### config.mk
export PLATFORM = sky130hd
export DESIGN_NAME = reset_halt_boot_mode_control
export DESIGN_NICKNAME = d
export VERILOG_FILES = /design/src/verilog/reset_halt_pkg.sv /design/src/verilog/reset_halt_boot_mode_control.sv
export SDC_FILE = /design/constraint.sdc
export NUM_CORES = 1
export LEC_CHECK = 0
export BUFFER_PORTS_ARGS = -buffer_cell sky130_fd_sc_hd__buf_2
export CAP_MARGIN = 20
export CELL_PAD_IN_SITES_DETAIL_PLACEMENT = 1
export CELL_PAD_IN_SITES_GLOBAL_PLACEMENT = 2
export CORE_UTILIZATION = 29
export DETAILED_ROUTE_END_ITERATION = 8
export PLACE_DENSITY = 0.81
export SLEW_MARGIN = 25
export SYNTH_ARGS = -nofsm -noshare
export SYNTH_HDL_FRONTEND = slang
export SYNTH_SLANG_ARGS = --single-unit
### constraint.sdc
create_clock -name clock -period 1.6 [get_ports clock]
set_input_delay 0 -clock clock [delete_from_list [all_inputs] [get_ports clock]]
set_output_delay 0 -clock clock [all_outputs]
set_load 0.02 [all_outputs]
### src/verilog/reset_halt_pkg.sv
// Package with types and constants for the reset, halt and boot-mode sequencer.
package reset_halt_pkg;
    localparam int MODE_W = 3;
    localparam logic [2:0] MODE_NORMAL = 3'h0;
    localparam logic [2:0] MODE_EEPROM = 3'h1;
    localparam logic [2:0] MODE_RSVD_FIRST = 3'h2;
    // Cycles spent in the internal reset procedure after the fundamental reset releases.
    localparam int RESET_PROC_CYCLES = 16;
    localparam logic [4:0] PROC_CNT_INIT = 5'h00;
    localparam logic [4:0] PROC_CNT_LAST = 5'(RESET_PROC_CYCLES - 1);

    typedef enum logic [2:0] {
        ST_FUND_RESET = 3'b000,
        ST_PROCEDURE = 3'b001,
        ST_HALTED = 3'b010,
        ST_EEPROM_INIT = 3'b011,
        ST_RUN = 3'b100
    } seq_state_t;

    // Sampled straps, held from one fundamental reset to the next.
    typedef struct packed {
        logic holdRequest;
        logic [2:0] mode;
    } strap_t;

    // Driven half of the open-drain wake pin: output level and output enable.
    typedef struct packed {
        logic out;
        logic oe;
    } wake_drive_t;
endpackage : reset_halt_pkg
### src/verilog/reset_halt_boot_mode_control.sv
// Sequencer that leaves fundamental reset, optionally halting for SMBus setup.
`timescale 1ns/1ps
module reset_halt_boot_mode_control (
    input wire logic clock,
    input wire logic sys_rst,
    input wire logic fundamental_reset_n,
    input wire logic reset_hold_request,
    input wire logic [reset_halt_pkg::MODE_W-1:0] switch_operating_mode_straps,
    input wire logic haltBitWrite,
    input wire logic haltBitValue,
    input wire logic wake_direction_select,
    input wire logic wakeRequest,
    input wire logic eepromInitDone,
    input wire logic wake_signal_pin_in,
    output logic wake_signal_pin_out,
    output logic wake_signal_pin_oe,
    output logic wakeSeen,
    output logic haltBit,
    output logic smbusEnable,
    output logic regAccessEnable,
    output logic eepromInitStart,
    output logic switchRun,
    output logic modeReserved,
    output logic [reset_halt_pkg::MODE_W-1:0] sampledMode
);
    import reset_halt_pkg::*;

    // Pins from the board are synchronised before any logic reads them.
    logic [1:0] rstSync_ff;
    logic [1:0] holdSync_ff;
    logic [MODE_W-1:0] modeSync0_ff;
    logic [MODE_W-1:0] modeSync1_ff;
    logic [1:0] wakeSync_ff;

    always_ff @(posedge clock)
    begin
        if (sys_rst)
        begin
            rstSync_ff <= 2'h0;
            holdSync_ff <= 2'h0;
            modeSync0_ff <= 3'h0;
            modeSync1_ff <= 3'h0;
            wakeSync_ff <= 2'h3;
        end
        else
        begin
            rstSync_ff <= {rstSync_ff[0], fundamental_reset_n};
            holdSync_ff <= {holdSync_ff[0], reset_hold_request};
            modeSync0_ff <= switch_operating_mode_straps;
            modeSync1_ff <= modeSync0_ff;
            wakeSync_ff <= {wakeSync_ff[0], wake_signal_pin_in};
        end
    end

    wire logic inFundReset = ~rstSync_ff[1];

    function automatic logic isReserved(input logic [MODE_W-1:0] m);
        return m >= MODE_RSVD_FIRST;
    endfunction : isReserved

    seq_state_t state_ff, nxt_state;
    strap_t strap_ff, nxt_strap;
    logic [4:0] procCnt_ff, nxt_procCnt;
    logic haltBit_ff, nxt_haltBit;

    always_comb
    begin
        nxt_state = state_ff;
        nxt_strap = strap_ff;
        nxt_procCnt = procCnt_ff;
        nxt_haltBit = haltBit_ff;
        if (inFundReset)
        begin
            // Straps follow the pins only while reset is asserted.
            nxt_strap.holdRequest = holdSync_ff[1];
            nxt_strap.mode = modeSync1_ff;
            nxt_haltBit = holdSync_ff[1];
            nxt_procCnt = PROC_CNT_INIT;
            nxt_state = ST_FUND_RESET;
        end
        else
        begin
            if (haltBitWrite)
            begin
                nxt_haltBit = haltBitValue;
            end
            case (state_ff)
                ST_FUND_RESET:
                begin
                    nxt_state = ST_PROCEDURE;
                end
                ST_PROCEDURE:
                begin
                    nxt_procCnt = procCnt_ff + 5'h01;
                    if (procCnt_ff == PROC_CNT_LAST)
                    begin
                        // The procedure always runs fully before any halt.
                        if (strap_ff.holdRequest)
                            nxt_state = ST_HALTED;
                        else if (strap_ff.mode == MODE_EEPROM)
                            nxt_state = ST_EEPROM_INIT;
                        else
                            nxt_state = ST_RUN;
                    end
                end
                ST_HALTED:
                begin
                    if (!haltBit_ff)
                    begin
                        if (strap_ff.mode == MODE_EEPROM)
                            nxt_state = ST_EEPROM_INIT;
                        else
                            nxt_state = ST_RUN;
                    end
                end
                ST_EEPROM_INIT:
                begin
                    if (eepromInitDone)
                        nxt_state = ST_RUN;
                end
                ST_RUN:
                begin
                    nxt_state = ST_RUN;
                end
                default:
                begin
                    nxt_state = ST_FUND_RESET;
                end
            endcase
        end
    end

    logic smbus_ff, regAcc_ff, eeStart_ff, run_ff, rsvd_ff, wakeSeen_ff;
    wake_drive_t wake_ff, nxt_wake;
    logic nxt_smbus, nxt_regAcc, nxt_eeStart, nxt_run, nxt_rsvd, nxt_wakeSeen;

    always_comb
    begin
        // SMBus ports run in every state after the procedure, halt included.
        nxt_smbus = (nxt_state == ST_HALTED) || (nxt_state == ST_EEPROM_INIT)
            || (nxt_state == ST_RUN);
        nxt_regAcc = (nxt_state == ST_HALTED) || (nxt_state == ST_RUN);
        nxt_eeStart = (state_ff != ST_EEPROM_INIT) && (nxt_state == ST_EEPROM_INIT);
        nxt_run = nxt_state == ST_RUN;
        // Open-drain: only ever pull low, never drive high.
        nxt_wake.out = 1'b0;
        nxt_wake.oe = wake_direction_select && wakeRequest && !inFundReset;
        nxt_rsvd = isReserved(nxt_strap.mode);
        // Input direction reports a low wake level from outside.
        nxt_wakeSeen = !wake_direction_select && !wakeSync_ff[1];
    end

    always_ff @(posedge clock)
    begin
        if (sys_rst)
        begin
            state_ff <= ST_FUND_RESET;
            strap_ff <= '0;
            procCnt_ff <= PROC_CNT_INIT;
            haltBit_ff <= 1'b0;
            smbus_ff <= 1'b0;
            regAcc_ff <= 1'b0;
            eeStart_ff <= 1'b0;
            run_ff <= 1'b0;
            rsvd_ff <= 1'b0;
            wake_ff <= '0;
            wakeSeen_ff <= 1'b0;
        end
        else
        begin
            state_ff <= nxt_state;
            strap_ff <= nxt_strap;
            procCnt_ff <= nxt_procCnt;
            haltBit_ff <= nxt_haltBit;
            smbus_ff <= nxt_smbus;
            regAcc_ff <= nxt_regAcc;
            eeStart_ff <= nxt_eeStart;
            run_ff <= nxt_run;
            rsvd_ff <= nxt_rsvd;
            wake_ff <= nxt_wake;
            wakeSeen_ff <= nxt_wakeSeen;
        end
    end

    assign wake_signal_pin_out = wake_ff.out;
    assign wake_signal_pin_oe = wake_ff.oe;
    assign wakeSeen = wakeSeen_ff;
    assign haltBit = haltBit_ff;
    assign smbusEnable = smbus_ff;
    assign regAccessEnable = regAcc_ff;
    assign eepromInitStart = eeStart_ff;
    assign switchRun = run_ff;
    assign modeReserved = rsvd_ff;
    assign sampledMode = strap_ff.mode;

    property p_halt_after_proc;
        @(posedge clock) disable iff (sys_rst)
        (state_ff == ST_PROCEDURE && procCnt_ff == PROC_CNT_LAST && !inFundReset
            && strap_ff.holdRequest) |=> (state_ff == ST_HALTED) && !switchRun;
    endproperty
    a_halt_after_proc: assert property (p_halt_after_proc) else $error("no halt");

    property p_smbus_halted;
        @(posedge clock) disable iff (sys_rst)
        (state_ff == ST_HALTED) |-> smbusEnable && regAccessEnable;
    endproperty
    a_smbus_halted: assert property (p_smbus_halted) else $error("smbus off");

    property p_regacc;
        @(posedge clock) disable iff (sys_rst)
        // Register access is open exactly in the halted and running states.
        regAccessEnable == ((state_ff == ST_HALTED) || (state_ff == ST_RUN));
    endproperty
    a_regacc: assert property (p_regacc) else $error("bad reg access");

    property p_release;
        @(posedge clock) disable iff (sys_rst)
        (state_ff == ST_HALTED && !haltBit_ff && !inFundReset) |=> state_ff != ST_HALTED;
    endproperty
    a_release: assert property (p_release) else $error("halt not released");

    property p_eeprom;
        @(posedge clock) disable iff (sys_rst)
        eepromInitStart |-> strap_ff.mode == MODE_EEPROM;
    endproperty
    a_eeprom: assert property (p_eeprom) else $error("bad eeprom start");

    property p_wake;
        @(posedge clock) disable iff (sys_rst)
        wake_signal_pin_oe |-> $past(wake_direction_select) && !wake_signal_pin_out;
    endproperty
    a_wake: assert property (p_wake) else $error("wake driven wrongly");

    property p_reset;
        @(posedge clock) disable iff (sys_rst)
        inFundReset |=> state_ff == ST_FUND_RESET ##1 !switchRun;
    endproperty
    a_reset: assert property (p_reset) else $error("reset ignored");

    property p_strap_hold;
        @(posedge clock) disable iff (sys_rst)
        !inFundReset && !$past(inFundReset) |-> $stable(strap_ff);
    endproperty
    a_strap_hold: assert property (p_strap_hold) else $error("strap moved");

    c_halted: cover property (@(posedge clock) state_ff == ST_HALTED ##1 state_ff == ST_RUN);
    c_eeprom: cover property (@(posedge clock) eepromInitStart);
    c_run: cover property (@(posedge clock) switchRun);
endmodule : reset_halt_boot_mode_control

# After elaboration in Yosys (flattened, before gate mapping)
# Cells that the tools add are included.
[word_totals]
mem_bits_rw = 0
output_inout_bits = 12
latch_bits = 0
elab_cells = 53
register_bits = 33
mem_bits_ro = 0
n_memories = 0
[classes]
n_addsub = 1
mul = 0
div_mod_pow = 0
bitwise = 1
magnitude_cmp = 1
n_reduce_logical = 11
n_eq_ne = 11
n_mux = 10
shift = 0
[op_table]
columns = ["op", "n"]
rows = [
  ["$mux W3", 7],
  ["$pmux W3 S5", 1],
  ["$eq A3 B2 Y1 const B", 4],
  ["$eq A3 B1 Y1 const B", 2],
  ["$eq A3 B3 Y1 const B", 2],
  ["$add A5 B1 Y5 const B", 1],
  ["$eq A5 B4 Y1 const B", 1],
  ["$logic_and A1 B1 Y1", 4],
  ["$ge A3 B2 Y1 const B", 1],
  ["$logic_not A3 Y1", 1],
  ["$logic_or A1 B1 Y1", 3],
  ["$ne A3 B2 Y1 const B", 1],
  ["$logic_not A1 Y1", 2],
  ["$mux W1", 2],
  ["$ne A2 B2 Y1 const B", 1],
  ["$reduce_or A2 Y1", 1],
  ["$not A1 Y1", 1],
]

# Depth between registers and ports, before layout
[logic_depth]
ltp_word = 9
depth_mapped = 7
depth_no_buf = 7

# Worst setup path before layout
# OpenSTA, ideal clock, no wires.
[synth_timing]
kind = "flip-flop to flip-flop"
from = "reg procCnt_ff[0]"
to = "reg smbus_ff (netlist: smbusEnable)"
stages_incl_launch_ff = 8
arrival_ps = 1572
n_path_buf = 0
slack_ps = -92
path_cell_list = "dfxtp_1 > ha_1 > and3_1 > ha_1 > and4bb_1 > o211ai_1 > a21oi_1 > or2_1"
[synth_via]
elab_chain_cells = 7
[synth_lines]
columns = ["item", "line_no", "text"]
rows = [
  ["from (decl)", "reset_halt_boot_mode_control.sv:63", "logic [4:0] procCnt_ff, nxt_procCnt;"],
  ["from (signal assigned)", "reset_halt_boot_mode_control.sv:173", "procCnt_ff <= nxt_procCnt;"],
  ["$eq A5 B4 Y1 (*)", "reset_halt_boot_mode_control.sv:95", "if (procCnt_ff == PROC_CNT_LAST)"],
  ["$mux W3 (*)", "reset_halt_boot_mode_control.sv:95", ""],
  ["$pmux W3 S5 (*)", "reset_halt_boot_mode_control.sv:87", "case (state_ff)"],
  ["$mux W3 (*)", "reset_halt_boot_mode_control.sv:72", "if (inFundReset)"],
  ["$eq A3 B2 Y1", "reset_halt_boot_mode_control.sv:140", "nxt_smbus = (nxt_state == ST_HALTED) || (nxt_state == ST_EEPROM_INIT)"],
  ["$logic_or A1 B1 Y1", "reset_halt_boot_mode_control.sv:140", ""],
  ["$logic_or A1 B1 Y1 (*)", "reset_halt_boot_mode_control.sv:141", "|| (nxt_state == ST_RUN);"],
  ["to (signal assigned)", "reset_halt_boot_mode_control.sv:175", "smbus_ff <= nxt_smbus;"],
  ["to (decl)", "reset_halt_boot_mode_control.sv:133", "logic smbus_ff, regAcc_ff, eeStart_ff, run_ff, rsvd_ff, wakeSeen_ff;"],
]
# Mark *: on every way between the ends. The rest lies on a longest branch, timed or not.
# A chain may end at the register's enable or synchronous reset.

# Final worst setup path
# Ends and elaborated chain as after synthesis.

==> impl_metrics.env <==
export IMPL_status="finished, violations left"
export IMPL_violations="setup timing"
export IMPL_clk_path_buf_depth=2
export IMPL_grt_pass1_vias=914
export IMPL_core_area_mm2=0.00400
export IMPL_fmax_mhz=592
export IMPL_die_area_mm2=0.00443
export IMPL_root_buffer="clkbuf_8"
export IMPL_synthFlopType="dfxtp_1"
export IMPL_min_delay_path_class="in2reg"
export IMPL_antenna_left=0
export IMPL_synth_area_leader_cell="dfxtp_1"
export IMPL_critPathKind="reg2reg"
export IMPL_yosys_top_cells_area="dfxtp_1 (53%), nor2b_1 (5.7%), mux2i_1 (5.0%)"
export IMPL_tns_ps=-154
export IMPL_cp_max_fo=2
export IMPL_clkTransAtPathRegs_ps=70
export IMPL_setup_violations=2
export IMPL_critical_path_required_ps=1770
export IMPL_leakage_nw=0.685
export IMPL_firstDrtPassIters=4
export IMPL_dr_total_vias=926
export IMPL_drive_above_1_share=0.363
export IMPL_synthMostInstantiatedCell="dfxtp_1"
export IMPL_first_iter_violations=58
export IMPL_synth_top_area_frac=0.530
export IMPL_fin_crit_ps=1690
export IMPL_ys_ff_latch=32
export IMPL_initial_core_util=0.302
export IMPL_synth_fp_nets=131
export IMPL_grt_pass1_wl_um=3940
export IMPL_synth_commonest_cells="dfxtp_1 (32), nor2_1 (15), nor2b_1 (11)"
export IMPL_wl_um=2600
export IMPL_hpwl_um=1840
export IMPL_slew_viol_final=0
export IMPL_fin_crit_sh=1.06
export IMPL_cp_end_kind="flop"
export IMPL_pre_cts_ws_ps=-63.4
export IMPL_die_y_um=66.6
export IMPL_via_per_inst=4.47
export IMPL_post_drt_wl_per_cell_um=12.6
export IMPL_peakVddDrop_mv=0.511
export IMPL_cp_start_kind="flop"
export IMPL_final_hold_violation_count=0
export IMPL_die_w_um=66.6
export IMPL_async_reset_ff_frac=0
export IMPL_synth_cell_types=37
export IMPL_postPlaceCellArea_mm2=0.00142
export IMPL_cp_arrival_ps=1860
export IMPL_final_core_util=0.416
export IMPL_r2r_cells=7
export IMPL_pin_count=25
export IMPL_layout_setup_ws_ps=-89.7
export IMPL_grt_overflow=0
export IMPL_syn_area_mm2=0.00121
export IMPL_power_density_mw_per_mm2=1060
export IMPL_cts_tree="done"
export IMPL_syn_avg_cell_area_um2=10.4
export IMPL_whs_path_depth=4
export IMPL_fin_worst_skew_ps=4.53
export IMPL_port_buffers=23
export IMPL_yosysWarnings=0
export IMPL_clock_sinks=32
export IMPL_ys_seq_area_frac=0.530
export IMPL_numCtsBuffers=5
export IMPL_diodes=0
export IMPL_synth_edf_count=0
export IMPL_htree_levels=2
export IMPL_grt_use_total=0.129
export IMPL_area_growth_pct=37.6
export IMPL_n_fill_cell=456
export IMPL_grt_max_degree=20
export IMPL_grt_antenna_before_repair=0
export IMPL_cap_viol_max_count=0
export IMPL_rows=23
export IMPL_design_area_mm2=0.00166
export IMPL_nNetsFinal=171
export IMPL_insertion_delay_ps=280
export IMPL_routabilityCongestion=0.849
export IMPL_drc=0
export IMPL_postSynthCellCount=116
export IMPL_rsz0062_at_grt="yes"
state kept, by name (all words and copies together), names as in the netlist:
name and cells:
modeReserved 1, procCnt_ff 5, wakeSeen 1, modeSync1_ff 3
switchRun 1, rstSync_ff 2, haltBit 1, holdSync_ff 2
modeSync0_ff 3, sampledMode 3, eepromInitStart 1, state_ff 3
smbusEnable 1, wakeSync_ff 2, wake_signal_pin_oe 1, regAccessEnable 1
strap_ff 1
area by class of cell:
type                            count  area, µm²  area share
Multi-Input combinational cell     72        542       0.326
Tap cell                           50       62.6      0.0376
Timing Repair Buffer               42        278       0.167
Clock buffer                        7       96.3      0.0579
Inverter                            3       11.3     0.00677
Clock inverter                      1       30.0      0.0181
Sequential cell                    32        643       0.387
path summary, 6_finish.rpt:
kind	end	startpoint	slack, ps
max	smbusEnable	procCnt_ff[0]	-90
min	state_ff[1]	eepromInitDone	90
max reg2reg	smbusEnable	procCnt_ff[0]	-90
min reg2reg	wakeSeen	wakeSync_ff[1]	390
logic make-up after synthesis:
kind of cell,after synthesis,synth area share
and+or+nand+nor,43,0.210
DFF,32,0.530
AOI/OAI and AO/OA,17,0.105
buffers and inverters,12,0.0600
muxes,6,0.0497
xor gates and xnor gates,3,0.0217
adders and majority gates,2,0.0207
other,1,0.00310
through the flow:
| stage | instances | power [mW] | hold WS, ps |
|---|---|---|---|
| detailed placement | 189 | 0.926 | 190 |
| CTS | 206 | 1.80 | 79.8 |
| global placement | 189 | 0.921 | 186 |
| global route | 207 | 1.83 | 126 |
| floorplan | 116 | 0.894 | 78.0 |
| finish | 207 | 1.77 | 92.9 |
critical path, stage by stage, from the launching register on:
cell and delay [ps]:
dfxtp_2 340, ha_4 150, and3_4 180, ha_4 150
and4bb_1 190, o211ai_1 240, a21oi_1 110, or2_1 220
cell usage in the layout (no fill, tap or decap), drive strengths merged, types with 2 or more instances in the layout:
cell          n
buf          34
dfxtp        32
nor2         15
nor2b        11
dlygate4sd3   8
clkbuf        7
mux2i         6
a21oi         6
inv           3
nand2         3
or2           3
a211oi        3
nor3b         3
nand2b        2
xor2          2
ha            2
o211ai        2
repair_timing:
action | CTS | global route
endpoints found under the setup margin | 3 | 4
gates resized for setup | 2 | 2
hold buffers | 8 | 0
endpoints found under the hold margin | 8 | 0
setup buffers | 1 | 1
pin swaps | 4 | 2
layer usage:
metal	vias up	wire length (µm)	GRT usage	part of all wire
met5	-	0	0	0
met3	6	103	0.0377	0.040
met4	0	71	0.120	0.027
met1	435	1080	0.125	0.41
li1	464	-	-	-
met2	21	1350	0.217	0.52
power breakdown:
group | total (mW) | leakage (nW) | switching (mW) | internal (mW)
sequential | 0.828 | 0.262 | 0.0102 | 0.817
clock | 0.845 | 0.0645 | 0.296 | 0.549
combinational | 0.0948 | 0.359 | 0.0437 | 0.0510
(Power assumes the default switching activity.)
